==> config.mk <==
export PLATFORM = sky130hd
export DESIGN_NAME = hltr_regs
export DESIGN_NICKNAME = d
export VERILOG_FILES = /design/src/hltr_pkg.sv /design/src/hltr_regs.sv
export SDC_FILE = /design/constraint.sdc
export NUM_CORES = 1
export LEC_CHECK = 0
export BUFFER_PORTS_ARGS = -buffer_cell sky130_fd_sc_hd__buf_4
export CAP_MARGIN = 20
export CELL_PAD_IN_SITES_DETAIL_PLACEMENT = 0
export CELL_PAD_IN_SITES_GLOBAL_PLACEMENT = 2
export CORE_UTILIZATION = 41
export CTS_CLUSTER_SIZE = 12
export DETAILED_ROUTE_END_ITERATION = 8
export GPL_ROUTABILITY_DRIVEN = 0
export PLACE_DENSITY_LB_ADDON = 0.1
export SLEW_MARGIN = 20
export SYNTH_ARGS = -nofsm -noshare
export SYNTH_HDL_FRONTEND = slang
export SYNTH_SLANG_ARGS = --single-unit
==> constraint.sdc <==
create_clock -name clk_in -period 17.3 [get_ports clk_in]
set_input_delay 0.865 -clock clk_in [delete_from_list [all_inputs] [get_ports clk_in]]
set_output_delay 0.865 -clock clk_in [all_outputs]
set_load 0.05 [all_outputs]
==> src/hltr_pkg.sv <==
// package for the holdover tuning and lock detect register bank
package hltr_pkg;
  // ----------------------------------------------------------------
  // register offsets (word index on the plain register port)
  // ----------------------------------------------------------------
  localparam logic [4:0] OFS_HOLD = 5'h0f;
  localparam logic [4:0] OFS_XTAL = 5'h10;
  localparam logic [4:0] OFS_TRACK = 5'h17;
  localparam logic [4:0] OFS_FILT = 5'h18;
  localparam logic [4:0] OFS_TCLK = 5'h19;
  localparam logic [4:0] OFS_LOOP2 = 5'h1a;
  localparam logic [4:0] OFS_CTRL = 5'h1f;
  localparam logic [4:0] OFS_STAT = 5'h1e;
  // ----------------------------------------------------------------
  // field positions
  // ----------------------------------------------------------------
  localparam int MAN_CODE_LSB = 22;
  localparam int MAN_SEL_BIT = 20;
  localparam int EXIT_CNT_LSB = 6;
  localparam int FORCE_BIT = 5;
  localparam int XTAL_LSB = 22;
  localparam int TRACK_LSB = 14;
  localparam int CAP4_LSB = 28;
  localparam int CAP3_LSB = 24;
  localparam int RES4_LSB = 20;
  localparam int RES3_LSB = 16;
  localparam int FB_DLY_LSB = 12;
  localparam int REF_DLY_LSB = 8;
  localparam int WIN1_LSB = 6;
  localparam int TDIV_LSB = 22;
  localparam int LOCK1_CNT_LSB = 6;
  localparam int WIN2_LSB = 30;
  localparam int DBL_BIT = 29;
  localparam int POL_BIT = 28;
  localparam int GAIN_LSB = 26;
  localparam int LOCK2_CNT_LSB = 6;
  localparam int FLOAT_BIT = 5;
  localparam int TRACK_EN_BIT = 0;
  localparam int RAIL_EN_BIT = 1;
  localparam int SWDIS_BIT = 2;
  // ----------------------------------------------------------------
  // reset values and limits
  // ----------------------------------------------------------------
  localparam logic [31:0] RST_HOLD = 32'h00000040;
  localparam logic [31:0] RST_XTAL = 32'h00000000;
  localparam logic [31:0] RST_FILT = 32'h00000000;
  localparam logic [31:0] RST_TCLK = 32'h00400040;
  localparam logic [31:0] RST_LOOP2 = 32'h80000040;
  localparam logic [31:0] RST_CTRL = 32'h00000000;
  localparam logic [3:0] CAP_MAX = 4'hd;
  localparam logic [2:0] RES_MAX = 3'h4;
  localparam logic [1:0] WIN2_ONLY = 2'h2;
  // delay step in ps; 250 MHz core clock period in ps
  localparam int DLY_STEP_PS = 205;
  localparam int CLK_PERIOD_PS = 4000;
  // window sizes in ps: 5.5, 10, 18.6, 40 ns
  localparam int WIN_PS0 = 5500;
  localparam int WIN_PS1 = 10000;
  localparam int WIN_PS2 = 18600;
  localparam int WIN_PS3 = 40000;
  localparam int WIN2_PS = 3700;
  // pump currents in uA
  localparam logic [11:0] PUMP_UA0 = 12'h064;
  localparam logic [11:0] PUMP_UA1 = 12'h190;
  localparam logic [11:0] PUMP_UA2 = 12'h640;
  localparam logic [11:0] PUMP_UA3 = 12'hc80;
  // ----------------------------------------------------------------
  // carriers
  // ----------------------------------------------------------------
  typedef struct packed {
    logic valid;
    logic [15:0] err_ps;
  } hltr_phase_t;
  typedef struct packed {
    logic polarity_pos;
    logic float_out;
    logic [11:0] current_ua;
  } hltr_pump_t;
  typedef enum logic [1:0] {
    HLTR_TRACK_MODE, HLTR_MANUAL_MODE, HLTR_HOLD_TRACK, HLTR_HOLD_MANUAL
  } hltr_dac_mode_t;
endpackage

==> src/hltr_regs.sv <==
// holdover tuning, lock detect and loop configuration register bank
//
// Decided for this implementation: the address-and-strobe port and the register addresses.
`timescale 1ns/10ps
module hltr_regs (
  input wire logic clk_in,
  input wire logic resetn_in,
  input wire logic [4:0] addr_in,
  input wire logic [31:0] wdata_in,
  input wire logic wr_in,
  input wire logic rd_in,
  output logic [31:0] rdata_out,
  input wire logic pd1_tick_in,
  input wire logic [15:0] pd1_err_ps_in,
  input wire logic pd2_tick_in,
  input wire logic [15:0] pd2_err_ps_in,
  input wire logic [9:0] track_code_in,
  output logic [9:0] dac_code_out,
  output logic dac_update_out,
  output logic holdover_out,
  output logic switch_event_out,
  output logic lock1_out,
  output logic lock2_out,
  output logic [1:0] xtal_level_out,
  output logic [10:0] fb_delay_ps_out,
  output logic [10:0] ref_delay_ps_out,
  output logic [13:0] filter_codes_out,
  output logic ref_double_out,
  output logic pump_pos_out,
  output logic pump_float_out,
  output logic [11:0] pump_ua_out
);
  // ----------------------------------------------------------------
  // reset release and input synchronisers
  // ----------------------------------------------------------------
  logic rst_s1, rst_n;
  always_ff @(posedge clk_in or negedge resetn_in) begin
    if (!resetn_in) begin
      rst_s1 <= 1'b0;
      rst_n <= 1'b0;
    end else begin
      rst_s1 <= 1'b1;
      rst_n <= rst_s1;
    end
  end

  // detector ticks and errors come from the loop domains
  logic [16:0] p1_s1, p1_s2, p2_s1, p2_s2;
  logic [9:0] trk_s1, trk_s2;
  always_ff @(posedge clk_in or negedge rst_n) begin
    if (!rst_n) begin
      p1_s1 <= 17'h00000;
      p1_s2 <= 17'h00000;
      p2_s1 <= 17'h00000;
      p2_s2 <= 17'h00000;
      trk_s1 <= 10'h000;
      trk_s2 <= 10'h000;
    end else begin
      p1_s1 <= {pd1_tick_in, pd1_err_ps_in};
      p1_s2 <= p1_s1;
      p2_s1 <= {pd2_tick_in, pd2_err_ps_in};
      p2_s2 <= p2_s1;
      trk_s1 <= track_code_in;
      trk_s2 <= trk_s1;
    end
  end
  hltr_pkg::hltr_phase_t ph1, ph2;
  logic t1_d, t2_d;
  always_ff @(posedge clk_in or negedge rst_n) begin
    if (!rst_n) begin
      t1_d <= 1'b0;
      t2_d <= 1'b0;
    end else begin
      t1_d <= p1_s2[16];
      t2_d <= p2_s2[16];
    end
  end
  // one comparison per rising edge of the synchronised tick
  assign ph1 = '{valid: p1_s2[16] & ~t1_d, err_ps: p1_s2[15:0]};
  assign ph2 = '{valid: p2_s2[16] & ~t2_d, err_ps: p2_s2[15:0]};

  // ----------------------------------------------------------------
  // registers
  // ----------------------------------------------------------------
  logic [31:0] hold_r, xtal_r, filt_r, tclk_r, loop2_r, ctrl_r;
  logic [31:0] next_filt;
  logic [3:0] c4, c3;
  logic [2:0] r4, r3;
  always_comb begin
    c4 = wdata_in[hltr_pkg::CAP4_LSB +: 4];
    c3 = wdata_in[hltr_pkg::CAP3_LSB +: 4];
    r4 = wdata_in[hltr_pkg::RES4_LSB +: 3];
    r3 = wdata_in[hltr_pkg::RES3_LSB +: 3];
    next_filt = wdata_in;
    // a reserved code keeps the previous field
    if (c4 > hltr_pkg::CAP_MAX) next_filt[hltr_pkg::CAP4_LSB +: 4] = filt_r[hltr_pkg::CAP4_LSB +: 4];
    if (c3 > hltr_pkg::CAP_MAX) next_filt[hltr_pkg::CAP3_LSB +: 4] = filt_r[hltr_pkg::CAP3_LSB +: 4];
    if (r4 > hltr_pkg::RES_MAX) next_filt[hltr_pkg::RES4_LSB +: 3] = filt_r[hltr_pkg::RES4_LSB +: 3];
    if (r3 > hltr_pkg::RES_MAX) next_filt[hltr_pkg::RES3_LSB +: 3] = filt_r[hltr_pkg::RES3_LSB +: 3];
  end

  // register writes; zero counts and divisors are reserved and ignored
  always_ff @(posedge clk_in or negedge rst_n) begin
    if (!rst_n) begin
      hold_r <= hltr_pkg::RST_HOLD;
      xtal_r <= hltr_pkg::RST_XTAL;
      filt_r <= hltr_pkg::RST_FILT;
      tclk_r <= hltr_pkg::RST_TCLK;
      loop2_r <= hltr_pkg::RST_LOOP2;
      ctrl_r <= hltr_pkg::RST_CTRL;
    end else if (wr_in) begin
      unique case (addr_in)
        hltr_pkg::OFS_HOLD: begin
          if (wdata_in[hltr_pkg::EXIT_CNT_LSB +: 14] != 14'h0000) hold_r <= wdata_in;
        end
        hltr_pkg::OFS_XTAL: xtal_r <= wdata_in;
        hltr_pkg::OFS_FILT: filt_r <= next_filt;
        hltr_pkg::OFS_TCLK: begin
          if (wdata_in[hltr_pkg::TDIV_LSB +: 10] != 10'h000 &&
              wdata_in[hltr_pkg::LOCK1_CNT_LSB +: 14] != 14'h0000) tclk_r <= wdata_in;
        end
        hltr_pkg::OFS_LOOP2: begin
          if (wdata_in[hltr_pkg::LOCK2_CNT_LSB +: 14] != 14'h0000) loop2_r <= wdata_in;
        end
        hltr_pkg::OFS_CTRL: ctrl_r <= wdata_in;
        default: ;
      endcase
    end
  end

  // field views
  logic [9:0] man_code, tdiv;
  logic man_sel, force_hold, track_en, rail_en, sw_dis;
  logic [13:0] exit_cnt, lock1_cnt, lock2_cnt;
  logic [1:0] win1;
  assign man_code = hold_r[hltr_pkg::MAN_CODE_LSB +: 10];
  assign man_sel = hold_r[hltr_pkg::MAN_SEL_BIT];
  assign exit_cnt = hold_r[hltr_pkg::EXIT_CNT_LSB +: 14];
  assign force_hold = hold_r[hltr_pkg::FORCE_BIT];
  assign tdiv = tclk_r[hltr_pkg::TDIV_LSB +: 10];
  assign lock1_cnt = tclk_r[hltr_pkg::LOCK1_CNT_LSB +: 14];
  assign lock2_cnt = loop2_r[hltr_pkg::LOCK2_CNT_LSB +: 14];
  assign win1 = filt_r[hltr_pkg::WIN1_LSB +: 2];
  assign track_en = ctrl_r[hltr_pkg::TRACK_EN_BIT];
  assign rail_en = ctrl_r[hltr_pkg::RAIL_EN_BIT];
  assign sw_dis = ctrl_r[hltr_pkg::SWDIS_BIT];

  // ----------------------------------------------------------------
  // lock detectors
  // ----------------------------------------------------------------
  logic [15:0] win1_ps;
  always_comb begin
    unique case (win1)
      2'h0: win1_ps = 16'(hltr_pkg::WIN_PS0);
      2'h1: win1_ps = 16'(hltr_pkg::WIN_PS1);
      2'h2: win1_ps = 16'(hltr_pkg::WIN_PS2);
      2'h3: win1_ps = 16'(hltr_pkg::WIN_PS3);
    endcase
  end

  logic [13:0] cnt1, cnt2;
  logic lock1, lock2;
  always_ff @(posedge clk_in or negedge rst_n) begin
    if (!rst_n) begin
      cnt1 <= 14'h0000;
      lock1 <= 1'b0;
    end else if (ph1.valid) begin
      if (ph1.err_ps < win1_ps) begin
        if (cnt1 != 14'h3fff) cnt1 <= cnt1 + 14'h0001;
        if (cnt1 + 14'h0001 >= lock1_cnt) lock1 <= 1'b1;
      end else begin
        cnt1 <= 14'h0000;
        lock1 <= 1'b0;
      end
    end
  end

  always_ff @(posedge clk_in or negedge rst_n) begin
    if (!rst_n) begin
      cnt2 <= 14'h0000;
      lock2 <= 1'b0;
    end else if (ph2.valid) begin
      if (ph2.err_ps < 16'(hltr_pkg::WIN2_PS)) begin
        if (cnt2 != 14'h3fff) cnt2 <= cnt2 + 14'h0001;
        if (cnt2 + 14'h0001 >= lock2_cnt) lock2 <= 1'b1;
      end else begin
        cnt2 <= 14'h0000;
        lock2 <= 1'b0;
      end
    end
  end

  // ----------------------------------------------------------------
  // holdover state
  // ----------------------------------------------------------------
  logic lock1_d, in_hold;
  logic [13:0] exit_run;
  logic lock_fall;
  assign lock_fall = lock1_d & ~lock1;
  always_ff @(posedge clk_in or negedge rst_n) begin
    if (!rst_n) begin
      lock1_d <= 1'b0;
      in_hold <= 1'b0;
      exit_run <= 14'h0000;
      switch_event_out <= 1'b0;
    end else begin
      lock1_d <= lock1;
      // a lock1 flag fall switches input unless disabled
      switch_event_out <= lock_fall & ~sw_dis;
      // lock loss enters holdover only when switching is not disabled (sw_dis clear)
      if (lock_fall && !sw_dis) begin
        in_hold <= 1'b1;
        exit_run <= 14'h0000;
      end else if (in_hold && ph1.valid) begin
        // exit after lock held for exit count
        if (!lock1) exit_run <= 14'h0000;
        else if (exit_run + 14'h0001 >= exit_cnt) begin
          in_hold <= 1'b0;
          exit_run <= 14'h0000;
        end else exit_run <= exit_run + 14'h0001;
      end
    end
  end
  assign holdover_out = in_hold | force_hold;

  // ----------------------------------------------------------------
  // tuning converter
  // ----------------------------------------------------------------
  logic [9:0] div_cnt, held_code;
  logic upd;
  // update enable every divisor detector ticks
  always_ff @(posedge clk_in or negedge rst_n) begin
    if (!rst_n) begin
      div_cnt <= 10'h000;
      upd <= 1'b0;
    end else begin
      upd <= 1'b0;
      if (ph1.valid) begin
        if (div_cnt + 10'h001 >= tdiv) begin
          div_cnt <= 10'h000;
          upd <= 1'b1;
        end else div_cnt <= div_cnt + 10'h001;
      end
    end
  end

  hltr_pkg::hltr_dac_mode_t mode;
  always_comb begin
    if (man_sel) mode = holdover_out ? hltr_pkg::HLTR_HOLD_MANUAL : hltr_pkg::HLTR_MANUAL_MODE;
    else mode = (holdover_out && track_en && !rail_en) ? hltr_pkg::HLTR_HOLD_TRACK
                                                       : hltr_pkg::HLTR_TRACK_MODE;
  end

  always_ff @(posedge clk_in or negedge rst_n) begin
    if (!rst_n) begin
      held_code <= 10'h000;
      dac_code_out <= 10'h000;
      dac_update_out <= 1'b0;
    end else begin
      dac_update_out <= upd;
      // tracked value latched outside holdover
      if (upd && !holdover_out) held_code <= trk_s2;
      if (upd) begin
        unique case (mode)
          hltr_pkg::HLTR_MANUAL_MODE: dac_code_out <= man_code;
          hltr_pkg::HLTR_HOLD_MANUAL: dac_code_out <= man_code;
          hltr_pkg::HLTR_HOLD_TRACK: dac_code_out <= held_code;
          hltr_pkg::HLTR_TRACK_MODE: dac_code_out <= trk_s2;
        endcase
      end
    end
  end

  // ----------------------------------------------------------------
  // configuration outputs
  // ----------------------------------------------------------------
  hltr_pkg::hltr_pump_t pump;
  logic [1:0] gain;
  assign gain = loop2_r[hltr_pkg::GAIN_LSB +: 2];
  // pump polarity, float and current table
  always_comb begin
    pump.polarity_pos = loop2_r[hltr_pkg::POL_BIT];
    pump.float_out = loop2_r[hltr_pkg::FLOAT_BIT];
    unique case (gain)
      2'h0: pump.current_ua = hltr_pkg::PUMP_UA0;
      2'h1: pump.current_ua = hltr_pkg::PUMP_UA1;
      2'h2: pump.current_ua = hltr_pkg::PUMP_UA2;
      2'h3: pump.current_ua = hltr_pkg::PUMP_UA3;
    endcase
    if (pump.float_out) pump.current_ua = 12'h000;
  end

  always_ff @(posedge clk_in or negedge rst_n) begin
    if (!rst_n) begin
      xtal_level_out <= 2'h0;
      fb_delay_ps_out <= 11'h000;
      ref_delay_ps_out <= 11'h000;
      filter_codes_out <= 14'h0000;
      ref_double_out <= 1'b0;
      pump_pos_out <= 1'b0;
      pump_float_out <= 1'b0;
      pump_ua_out <= 12'h000;
      lock1_out <= 1'b0;
      lock2_out <= 1'b0;
    end else begin
      xtal_level_out <= xtal_r[hltr_pkg::XTAL_LSB +: 2];
      fb_delay_ps_out <= 11'(filt_r[hltr_pkg::FB_DLY_LSB +: 3] * hltr_pkg::DLY_STEP_PS);
      ref_delay_ps_out <= 11'(filt_r[hltr_pkg::REF_DLY_LSB +: 3] * hltr_pkg::DLY_STEP_PS);
      filter_codes_out <= {filt_r[31:24], filt_r[22:20], filt_r[18:16]};
      ref_double_out <= loop2_r[hltr_pkg::DBL_BIT];
      pump_pos_out <= pump.polarity_pos;
      pump_float_out <= pump.float_out;
      pump_ua_out <= pump.current_ua;
      lock1_out <= lock1;
      lock2_out <= lock2;
    end
  end

  // ----------------------------------------------------------------
  // read port
  // ----------------------------------------------------------------
  always_ff @(posedge clk_in or negedge rst_n) begin
    if (!rst_n) begin
      rdata_out <= 32'h00000000;
    end else if (rd_in) begin
      unique case (addr_in)
        hltr_pkg::OFS_HOLD: rdata_out <= hold_r;
        hltr_pkg::OFS_XTAL: rdata_out <= xtal_r;
        hltr_pkg::OFS_TRACK: rdata_out <= {8'h00, held_code, 14'h0000};
        hltr_pkg::OFS_FILT: rdata_out <= filt_r;
        hltr_pkg::OFS_TCLK: rdata_out <= tclk_r;
        hltr_pkg::OFS_LOOP2: rdata_out <= loop2_r;
        hltr_pkg::OFS_CTRL: rdata_out <= ctrl_r;
        hltr_pkg::OFS_STAT: rdata_out <= {28'h0000000, lock2, lock1, in_hold, holdover_out};
        default: rdata_out <= 32'h00000000;
      endcase
    end else begin
      rdata_out <= 32'h00000000;
    end
  end
endmodule

# After elaboration in Yosys (flattened, before gate mapping)
# Cells that the tools add are included.
# word_totals
regBits	449
inputBits	85
out_inout_bits	100
word_cells	156
# op_classes
addsub	4
mul	2
magnitude_cmp	10
eq_ne	23
mux	28
bitwise_logic	13
reduce_logical	33
# op_table
cell	n
$pmux W32 S8	1
$mux W14	8
$pmux W16 S4	1
$pmux W12 S4	1
$add A14 B1 Y14 const B	3
$ge A14 B14 Y1	3
$eq A5 B5 Y1 const B	7
$mux W32	1
$pmux W10 S3	1
$ne A14 B14 Y1 const B	2
$reduce_and A3 Y1	8
$mul A3 B8 Y11 const B	2
$lt A16 B12 Y1 const B	1
$lt A16 B16 Y1	1
$reduce_and A2 Y1	7
$reduce_bool A14 Y1	1
$eq A2 B2 Y1 const B	6
$mux W12	1
$add A10 B1 Y10 const B	1
$ge A10 B10 Y1	1
$mux W1	10
$mux W10	1
$reduce_bool A10 Y1	1
$gt A4 B4 Y1 const B	2
other kinds (13)	42

# Longest topological paths before layout
# Gate-level depths: netlist (run 1).
# depth
word_depth	8
mapped_depth	14

# Worst setup path before layout (run 1)
# No wires, ideal clock.
# synth_timing
path_type	flip-flop to flip-flop
startpoint	register exit_run[2]
endpoint	register exit_run[6]
setup_time_ns	0.082
arrival_ns	3.040
t_required_ns	17.218
setup_slack_ns	14.178
path_stages_with_launch	15
cell_sequence	dfrtp_1 > nand3_1 > nor2_1 > and3_1 > and3_1 > xor2_1 > ha_1 > a211o_1 > a211oi_1 > o211ai_1 > a21oi_1 > buf_2 > buf_2 > a21oi_1 > a31oi_1
# synth_between
elab_chain_len	6
# synth_lines
element	line	rtl
from (decl)	hltr_regs.sv:197	logic [13:0] exit_run;
from (signal assigned)	hltr_regs.sv:220	end else exit_run <= exit_run + 14'h0001;
$add A14 B1 Y14 (*)	hltr_regs.sv:217, hltr_regs.sv:220	
$ge A14 B14 Y1	hltr_regs.sv:217	else if (exit_run + 14'h0001 >= exit_cnt) begin
$mux W14 (*)	hltr_regs.sv:217	
$mux W14 (*)	hltr_regs.sv:216	if (!lock1) exit_run <= 14'h0000;
$mux W14 (*)	hltr_regs.sv:214	end else if (in_hold && ph1.valid) begin
$mux W14 (*)	hltr_regs.sv:211	if (lock_fall && !sw_dis) begin
# Mark *: on every way between the ends. The rest lies on a longest branch, timed or not. The select of a mux whose other input is x is not followed.
# A chain may end at the register's enable or synchronous reset.

# Worst setup path in the final report (run 1)
# layout_timing
startpoint	register exit_run[2]
endpoint	register exit_run[5]
# Same word-level chain as after synthesis.

==> results of run 1 <==
==> flip-flops by register name, indices dropped and copies added, names as in the netlist, 11 cells and up <==
name              flops
exit_run             14
p1_s2                15
p1_s1                15
filt_r               32
tclk_r               32
rdata_out            32
filter_codes_out     14
hold_r               32
xtal_r               32
ref_delay_ps_out     11
cnt2                 14
ctrl_r               32
loop2_r              32
p2_s2                15
cnt1                 14
p2_s1                15
fb_delay_ps_out      11
==> Yosys cell counts, types with 8 or more instances <==
master / n
a21o_1: 16
a21oi_1: 57
a222oi_1: 14
a22o_1: 12
a22oi_1: 83
a31oi_1: 45
and2_1: 8
and3_1: 21
buf_1: 15
buf_2: 14
clkbuf_1: 36
dfrtp_1: 431
ha_1: 87
inv_1: 72
mux2_1: 129
mux2_2: 63
mux2i_1: 10
nand2_1: 87
nand2b_1: 19
nand3_1: 34
nand4_1: 14
nor2_1: 44
nor2b_1: 12
nor3_1: 11
o21ai_0: 49
o21ai_1: 9
xnor2_1: 24
xor2_1: 26
==> area by class of cell <==
cell class	count	area, um^2
clock buffer	72	1474
clock inverter	14	186.4
fill	4187	22850
inverter	72	270.3
multi-input combinational	945	7490
sequential	436	10920
tap	600	750.7
timing repair buffer	202	1540
==> per-layer routing <==
metal | routed length (um) | vias up | global-route usage, %
li1 | - | 5867 | -
met1 | 23620 | 6458 | 30.95
met2 | 23450 | 250 | 34.83
met3 | 1857 | 70 | 3.368
met4 | 1121 | 0 | 6.056
met5 | 0 | - | 0
==> stage by stage <==
stage,power [mW],utilization [%],cells,cell area (um^2),setup slack [ns]
global placement,1.973,46.02,2254,20930,12.73
global route,3.176,49.76,2341,22630,13.06
floorplan,1.752,-,1525,18940,4.257
finish,3.020,49.76,2341,22630,13.46
CTS,3.062,49.68,2340,22590,13.31
detailed placement,1.986,46.02,2254,20930,12.70
==> placed cells by master, fill, tap and decap left out, types with 5 or more instances in the layout <==
cell,netlist,layout
ha_1,87,87
clkbuf_1,36,8
nor3_1,11,10
and2_1,8,8
o22a_1,6,6
clkbuf_16,0,50
nor2b_1,12,11
mux2i_1,10,10
dfstp_2,5,5
a22o_1,12,12
nor2_1,44,40
o31ai_1,5,5
a222oi_1,14,14
mux2_2,63,63
buf_4,6,200
xor2_1,26,26
inv_1,72,72
a21oi_1,57,56
nand2b_1,19,19
a31oi_1,45,45
clkinv_2,0,7
xnor2_1,24,24
dfrtp_1,431,430
o21ai_1,9,9
nand3_1,34,33
a22oi_1,83,83
nand4_1,14,14
a21o_1,16,16
nor4_1,6,6
and3_1,21,21
nand2_1,87,86
o21ai_0,49,48
clkbuf_8,0,14
mux2_1,129,129
a211oi_1,5,5
a221o_1,5,5
==> cells by family after synthesis <==
family,after synthesis
flip-flops,436
AO/OA/AOI/OAI,330
other,2
buffers and inverters,144
XOR/XNOR,50
multiplexers,202
AND/OR/NAND/NOR,270
adder cells (fa/ha/maj),89
==> critical path, stage by stage, from the launching register on <==
cell and delay [ns]:
dfrtp_1 0.44, nand3_1 0.12, nor2_1 0.28, and3_1 0.30, and3_1 0.24, xor2_1 0.21
ha_1 0.28, a211o_1 0.26, a211oi_1 0.29, o211ai_1 0.16, a21oi_2 0.73, o21ai_0 0.24
a31oi_1 0.21
==> worst min path at each step <==
stage,startpoint,endpoint,slack [ns]
detailed placement,rst_n$_DFF_PN0_,ctrl_r[26]$_DFFE_PN0P_,0.28
CTS,resetn_in,rst_n$_DFF_PN0_,0.03
finish,resetn_in,rst_n$_DFF_PN0_,0.06
global route,resetn_in,rst_n$_DFF_PN0_,0.04
floorplan,p1_s1[10]$_DFF_PN0_,p1_s2[10]$_DFF_PN0_,0.33
global placement,rst_n$_DFF_PN0_,ctrl_r[26]$_DFFE_PN0P_,0.28
==> power breakdown <==
part / total, mW / leakage (nW) / switching (mW) / internal, mW
sequential: 1.32 / 5.52 / 0.133 / 1.19
clock: 1.06 / 0.817 / 0.412 / 0.646
combinational: 0.638 / 4.37 / 0.396 / 0.243
==> flow_metrics.tcl, run 1 <==
set metrics [dict create \
    routed_wirelength_um 50050 \
    grt_usage_pct 21.84 \
    dr_total_vias 12650 \
    synthMuxAreaShare_pct 11.95 \
    avgSynthCellArea_um2 12.43 \
    skew_ns 0.02372 \
    num_rows 78 \
    synth_edf_count 0 \
    grt_max_degree 79 \
    viasPerCell 5.402 \
    reg2reg_from "exit_run[2]$_DFFE_PN0P_" \
    numPortBuffers 177 \
    startpoint_type "flop" \
    grt_pass1_wl_um 78470 \
    cts_root_buffer "clkbuf_16" \
    synthCells 1523 \
    cts_tree "yes" \
    layout_worst_path_cycle_share_pct 22.19 \
    die_w_um 216.9 \
    yosysSeqAreaShare_pct 57.66 \
    setup_viol 0 \
    ios 185 \
    fp.dieH_um 216.9 \
    post_cts_resized 0 \
    synth_top_area_share_pct 56.97 \
    cts_buffers 49 \
    slew_headroom_pct 31.81 \
    synth_compound_area_share_pct 11.86 \
    avgRoutedWirePerCell_um 21.38 \
    ys_top_cells_by_area "dfrtp_1 57%, mux2_1 7.7%, ha_1 5.7%" \
    crit_type "flop to flop" \
    r2r_cells 12 \
    synth_cell_types 64 \
    syn_area_um2 18930 \
    nNetsFinal 1880 \
    hpwl_um 33730 \
    grt_pass1_vias 13060 \
    syn2layout_area_growth_pct 19.54 \
    drive_gt1_share_pct 21.25 \
    rsz0062_at_grt "no" \
    min_period_ns 3.839 \
    holdCritPathClass "input port to asynchronous set/reset pin" \
    worst_slew_pin_slew_ns 1.022 \
    drtAntennaViolNets 0 \
    p_leak_nw 10.71 \
    r2r_slack_ns 13.46 \
    end_kind "flop" \
    synthXorXnorAreaFrac_pct 2.313 \
    die-area_um2 47040 \
    gr-total-overflow 0 \
    ys.flop_type "dfrtp_1" \
    slew_violations 0 \
    drt_iter0_markers 747 \
    antenna_found_initial 0 \
    synthAdderAreaFrac_pct 5.961 \
    fin_hold_ws_ns 0.06250 \
    synth_top_family_by_area "multiplexers" \
    required_ns 17.79 \
    crit_end "exit_run[5]$_DFFE_PN0P_" \
    fmax_mhz 260.5 \
    synth_simple_gate_area_share_pct 7.111 \
    async_flop_share_pct 100.0 \
    worstSetupStartpoint "exit_run[2]$_DFFE_PN0P_" \
    max_cap_viol_count 0 \
    floorplan.initialDensity_pct 41.63 \
    diodes 0 \
    first_pass_iters 5 \
    critPathArrivalTime_ns 4.33 \
    finalSetupTns_ns 0 \
    path_max_fanout 23 \
    synth_warnings 0 \
    r2r-end "exit_run[5]$_DFFE_PN0P_" \
    status "finished, final reports clean" \
    synth_seq_cells 436 \
    cts_buffer_depth 3 \
    clk_pin_slew_ns 0.06 \
    core_area_um2 45480 \
    final_hold_viol_count 0 \
    synth_area_leader_cell "dfrtp_1" \
    peakVddDrop_v 0.0001108 \
    p_per_area_nw_per_um2 133.4 \
    cts_hold_buf 0 \
    cts_htree_levels 2 \
    drc_errors 0 \
    cts_sinks 436 \
    post_cts_buffers 0 \
    clk_latency_ns 0.59 \
]
Power figures use the tool's default switching activity.
==> inputs of run 2 (changes only) <==
- ABC_AREA: default -> 1
- CORE_UTILIZATION: 41 -> 37
- clock period: 17.3 -> 3.81 ns (I/O delays scaled with it)
==> run 2 against run 1 <==
Effect of this change:
- first-iteration DRC count up 53%
- synthesized cell count grew 40%
- power increased to 4.6 times the previous value
- wire length increased by 12%
- area after synthesis is 1.9% higher
- critical path type unchanged
- largest cell class unchanged
==> flow_metrics.tcl, run 2 <==
set metrics [dict create \
    crit_chain "inv_1 > nor3_1 > nand2_1 > nor2_1 > nand3_1 > nand2_1 > ha_1 > nand2_1 > nor2_1 > nand2_1 > nor2_1 > nand2_1 > inv_1 > nor2_1 > nand3_1 > nand2_1" \
    synth_most_common_cell "nand2_1" \
    num_rows 83 \
    grt_usage_pct 21.44 \
    avgSynthCellArea_um2 9.042 \
    ys_top_cells_by_area "dfrtp_1 56%, nand2_1 12%, ha_1 5.6%" \
    synth_top_area_share_pct 55.92 \
    max_stage_delay_ns 0.49 \
    seqCellArea_um2 10920 \
    first_pass_iters 5 \
    grt_pass1_vias 14680 \
    synthCells 2133 \
    viasPerCell 4.799 \
    ys.flop_type "dfrtp_1" \
    final_common_cell "nand2_1" \
    async_flop_share_pct 100.0 \
    critPathArrivalTime_ns 3.60 \
    nNetsFinal 2566 \
    cpMostUsedCell "nand2_1" \
    post_cts_buffers 0 \
    holdCritPathClass "input port to flop" \
    drc_errors 0 \
    num-fill-cells 4955 \
    clk_pin_slew_ns 0.06 \
    rsz0062_at_grt "no" \
    worst_slew_pin_slew_ns 0.8968 \
    drt_iter0_markers 1140 \
    final_hold_viol_count 0 \
    syn_area_um2 19290 \
    core_area_um2 51410 \
    grt_pass1_wl_um 86980 \
    required_ns 4.35 \
    antenna_found_initial 0 \
    cts_root_buffer "clkbuf_16" \
    drive_gt1_share_pct 14.02 \
    crit_type "flop to flop" \
    hpwl_um 38190 \
    die-area_um2 53050 \
    post_cts_resized 0 \
    synth_seq_cells 436 \
    path_max_fanout 9 \
    p_per_area_nw_per_um2 589.6 \
    die_w_um 230.3 \
    cts_tree "yes" \
    syn2layout_area_growth_pct 23.49 \
    slew_headroom_pct 40.15 \
    layout_setup_ws_ns 0.7548 \
    min_period_ns 3.055 \
    p_leak_nw 11.84 \
    dr_total_vias 14940 \
    ios 185 \
    status "finished, final reports clean" \
    peakVddDrop_v 0.0003893 \
    synth_edf_count 0 \
    cts_buffer_depth 3 \
    cts_sinks 436 \
    place_area_um2 21350 \
    setup_viol 0 \
    cp_slowest_cell "nor2_1" \
    synth_cell_types 40 \
    numPortBuffers 177 \
    fin_area_um2 23820 \
    diodes 0 \
    path_buf_inv 2 \
    startpoint_type "flop" \
    routed_wirelength_um 55890 \
    max_cap_viol_count 0 \
    final_cell_mix "634 x nand2_1, 430 x dfrtp_1, 208 x inv_1" \
    yosysSeqAreaShare_pct 56.60 \
    power_mw 14.04 \
    fp.dieH_um 230.3 \
    synth_warnings 0 \
    gr-total-overflow 0 \
    cts_htree_levels 2 \
    cts_buffers 51 \
    slew_violations 0 \
    fmax_mhz 327.3 \
    grt_max_degree 91 \
    end_kind "flop" \
    synth_commonest_cells "634 x nand2_1, 431 x dfrtp_1, 208 x inv_1" \
    drtAntennaViolNets 0 \
    clk_latency_ns 0.61 \
    skew_ns 0.03597 \
    cts_hold_buf 73 \
    synth_area_leader_cell "dfrtp_1" \
    dpl_worst_slack_ns 0.7387 \
    multi_input_area_um2 7183 \
    path_delay_family "simple AND/OR/NAND/NOR gates" \
    avgRoutedWirePerCell_um 17.95 \
    layout_worst_path_cycle_share_pct 80.19 \
    floorplan.initialDensity_pct 37.52 \
]
## run 2: cell count changes in the layout (fill, tap and decap cells not counted), moves of 68 or more
cell | before | now
inv_1 | 72 | 208
o21ai_0 | 48 | 181
o21ai_1 | 9 | 77
nor2_1 | 40 | 108
a22oi_1 | 83 | 0
dlygate4sd3_1 | 0 | 73
nand2_1 | 86 | 634
mux2_1 | 129 | 0
## run 2: worst paths after layout
| kind | startpoint | to | slack [ns] | depth (start not counted) |
|---|---|---|---|---|
| hold / removal | wdata_in[10] | xtal_r[10]$_DFFE_PN0P_ | 0.04 | 3 |
| hold reg to reg | p2_s1[11]$_DFF_PN0_ | p2_s2[11]$_DFF_PN0_ | 0.34 | 0 |
| setup reg to reg | exit_run[3]$_DFFE_PN0P_ | exit_run[10]$_DFFE_PN0P_ | 0.75 | 16 |
| min in group asynchronous | rst_n$_DFF_PN0_ | pump_float_out$_DFF_PN0_ | 0.43 | 0 |
| setup / recovery | exit_run[3]$_DFFE_PN0P_ | exit_run[10]$_DFFE_PN0P_ | 0.75 | 16 |
| max in group asynchronous | rst_n$_DFF_PN0_ | p2_s1[16]$_DFF_PN0_ | 2.35 | 1 |
## run 2: area by class of cell
cell class	instances	share of cell area, %
Tap cell	680	3.572
Sequential cell	436	45.85
Multi-Input combinational cell	1409	30.16
Timing Repair Buffer	276	9.729
Clock inverter	24	1.003
Clock buffer	70	6.251
Inverter	218	3.436
## run 2: worst register-to-register path: stages, from the launching register on
cell and delay [ns]:
dfrtp_1 0.38, inv_1 0.09, nor3_1 0.42, nand2_1 0.18, nor2_1 0.17, nand3_1 0.08, nand2_1 0.10, ha_1 0.25
nand2_1 0.13, nor2_1 0.08, nand2_1 0.06, nor2_1 0.04, nand2_1 0.19, inv_1 0.07, nor2_1 0.49, nand3_1 0.15
nand2_1 0.10
## run 2: cell families (layout without fill, tap and decap cells)
logic type	after synthesis	after routing	synth area share (%)
compound gates	352	352	9.445
xor+xnor	42	42	1.907
fa+ha+maj	89	89	5.851
buf+inv	290	588	6.195
flops	436	436	56.60
mux	10	10	0.5839
other cells	2	4	0.03894
simple gates	912	912	19.38
## run 2: report_power, final
part           internal, mW  switching (mW)  total, mW
Sequential             5.39           0.561       5.95
Clock                  3.00            1.99       4.99
Combinational          1.03            2.08       3.11
## run 2: stage by stage
stage                     util (%)  hold WS, ns  cells  setup TNS [ns]
after global routing         46.33      0.03999   3113               0
after detailed placement     41.54     -0.02549   2945               0
after CTS                    46.32     0.005477   3112               0
after global placement       41.54     -0.02736   2945               0
final                        46.33      0.04078   3113               0
after floorplan                  -      -0.1051   2135         -196.17
## run 2: metal layers
layer,GRT usage (%),vias to the layer above,routed length [um]
li1,-,7371,-
met1,31.57,7156,27250
met2,32.72,339,24730
met3,3.088,72,2710
met4,6.002,0,1197
met5,0,-,0
==> inputs of run 3 (changes only) <==
- ABC_AREA: 1 -> 0
- CORE_UTILIZATION: 37 -> 41
- clock period: 3.81 -> 3.2 ns (I/O delays scaled with it)
==> run 3 against run 2 <==
Effect of this change:
- sequential cell count unchanged
- die area decreased by 11%
- utilization increased by 5.5 points
- first-iteration DRC count decreased by 29%
- via count decreased by 13%
- clock-buffer cell count increased by 1
- power increased by 16%
- sequential share of layout area increased by 0.48 points
==> flow_metrics.tcl, run 3 (same netlist as run 1, synthesis figures left out) <==
set metrics [dict create \
    status "finished, final reports clean" \
    slew_headroom_pct 48.34 \
    setup_viol 0 \
    first_pass_iters 5 \
    routed_wirelength_um 51270 \
    peakVddDrop_v 0.0005155 \
    r2r_slack_ns 0.25 \
    layout_worst_path_cycle_share_pct 92.15 \
    multi_input_area_um2 7490 \
    startpoint_type "flop" \
    max_cap_viol_count 0 \
    slew_violations 0 \
    grt_pass1_wl_um 80260 \
    core_area_um2 45480 \
    avgRoutedWirePerCell_um 20.98 \
    power_mw 16.27 \
    nNetsFinal 1983 \
    end_kind "flop" \
    ios 185 \
    final_cell_mix "428 x dfrtp_1, 224 x buf_4, 129 x mux2_1" \
    grt_max_degree 76 \
    antenna_found_initial 1 \
    required_ns 3.66 \
    p_sw_share_pct 31.48 \
    numPortBuffers 177 \
    grt_pass1_vias 13400 \
    viasPerCell 5.339 \
    fin_area_um2 23580 \
    die-area_um2 47040 \
    cts_buffer_depth 3 \
    cts_tree "yes" \
    holdPathEnd "rdata_out[18]$_DFF_PN0_" \
    gr-total-overflow 0 \
    seqCellArea_um2 10920 \
    crit_type "flop to flop" \
    hold_path_depth 4 \
    floorplan.initialDensity_pct 41.63 \
    num-fill-cells 4046 \
    cts_htree_levels 2 \
    dr_total_vias 13050 \
    p_clk_share_pct 33.9 \
    drc_errors 0 \
    cts_buffers 48 \
    num_rows 78 \
    drtAntennaViolNets 0 \
    cts_root_buffer "clkbuf_16" \
    place_area_um2 21210 \
    worst_slew_pin_slew_ns 0.7678 \
    cts_sinks 436 \
    syn2layout_area_growth_pct 24.54 \
    die_w_um 216.9 \
    clk_pin_slew_ns 0.06 \
    final_hold_viol_count 0 \
    switching_power_mw 5.120 \
    r2r_cells 14 \
    pwr-share-comb_pct 22.1 \
    final_common_cell "dfrtp_1" \
    fmax_mhz 339.1 \
    p_int_mw 11.15 \
    drive_gt1_share_pct 21.54 \
    r2r-end "exit_run[0]$_DFFE_PN0P_" \
    power_frac_seq_pct 44.0 \
    p_leak_nw 11.14 \
    critPathArrivalTime_ns 3.41 \
    grt_usage_pct 22.30 \
    min_period_ns 2.949 \
    path_max_fanout 6 \
    holdCritPathClass "input port to flop" \
    drt_iter0_markers 813 \
    hpwl_um 34950 \
    hp-start "addr_in[4]" \
    reg2reg_from "exit_run[0]$_DFFE_PN0P_" \
    skew_ns 0.01873 \
    fp.dieH_um 216.9 \
    p_per_area_nw_per_um2 689.9 \
    clk_latency_ns 0.59 \
]
==> run 3: cell types whose count changed in the layout (fill, tap and decap cells not counted), moves of 20 or more <==
| cell | before | now |
|---|---|---|
| a22oi_1 | 0 | 83 |
| mux2_1 | 0 | 129 |
| buf_4 | 198 | 224 |
| nand3_1 | 90 | 33 |
| mux2_2 | 10 | 63 |
| inv_1 | 208 | 72 |
| a31oi_1 | 8 | 45 |
| o21ai_0 | 181 | 48 |
| nor2_1 | 108 | 39 |
| nand2_1 | 634 | 86 |
| and3_1 | 1 | 21 |
| o21ai_1 | 77 | 9 |
==> run 3: final cells by class <==
cell class	count	share of cell area [%]
repair buffers	306	10.89
clock buffers	71	6.023
multi-input cells	945	31.77
inverters	72	1.146
diodes	1	0.01061
well taps	600	3.184
clock inverters	13	0.6527
flip-flops and latches	436	46.33
==> run 3: through the flow <==
stage	hold slack, ns	util (%)	setup TNS (ns)	std cells	worst slack, ns
floorplan	-0.1356	-	-457.89	1525	-1.067
global placement	-0.05762	46.63	0	2280	0.1691
detailed placement	-0.05659	46.63	0	2280	0.1242
CTS	0.09112	51.72	0	2438	0.1242
global route	0.1439	51.84	-0.01610	2444	-0.01169
finish	0.1197	51.84	0	2444	0.2512
==> run 3: layer usage <==
layer	wire [um]	up-vias	part of all wire, %	global-route usage, %
met3	1906	61	3.7	3.103
met2	24660	279	48	36.07
met4	977	0	1.9	6.761
li1	-	6078	-	-
met5	0	-	0	0
met1	23720	6631	46	31.14
==> run 3: repair_timing <==
item                                    4_1_cts  5_1_grt
hold buffers                                 74        0
setup buffers                                 0        4
hold endpoints to repair                    234        0
endpoints found under the setup margin        0       11
gates resized for setup                       0        6
==> run 3: worst max-delay path by stage <==
| stage | from | end | slack, ns | cells past startpoint |
|---|---|---|---|---|
| final | exit_run[0]$_DFFE_PN0P_ | exit_run[0]$_DFFE_PN0P_ | 0.25 | 14 |
| after global routing | exit_run[0]$_DFFE_PN0P_ | exit_run[5]$_DFFE_PN0P_ | -0.01 | 13 |
| after CTS | exit_run[0]$_DFFE_PN0P_ | exit_run[5]$_DFFE_PN0P_ | 0.12 | 13 |
| after detailed placement | exit_run[0]$_DFFE_PN0P_ | exit_run[5]$_DFFE_PN0P_ | 0.12 | 13 |
| after global placement | exit_run[0]$_DFFE_PN0P_ | exit_run[7]$_DFFE_PN0P_ | 0.17 | 13 |
| after floorplan | rst_n$_DFF_PN0_ | cnt1[0]$_DFFE_PN0P_ | -1.07 | 0 |
==> run 3: critical path: stages (launching register included) <==
cell and delay (ns):
dfrtp_2 0.40, ha_1 0.23, nand3_1 0.17, nor2_2 0.18, buf_4 0.14, nand3_1 0.09
xnor2_1 0.19, ha_1 0.29, nand2_1 0.07, o21a_1 0.20, o211ai_1 0.20, a21oi_2 0.08
buf_4 0.19, buf_4 0.13, mux2_2 0.26
==> run 3: power by group through the flow <==
stage               logic (mW)  clock network, mW  registers (mW)
finish                    3.59               5.52            7.16
global route              3.91               5.88            7.28
CTS                       3.62               5.66            7.17
detailed placement        3.53                  0            7.26
global placement          3.48                  0            7.24
floorplan                 1.54                  0            7.93
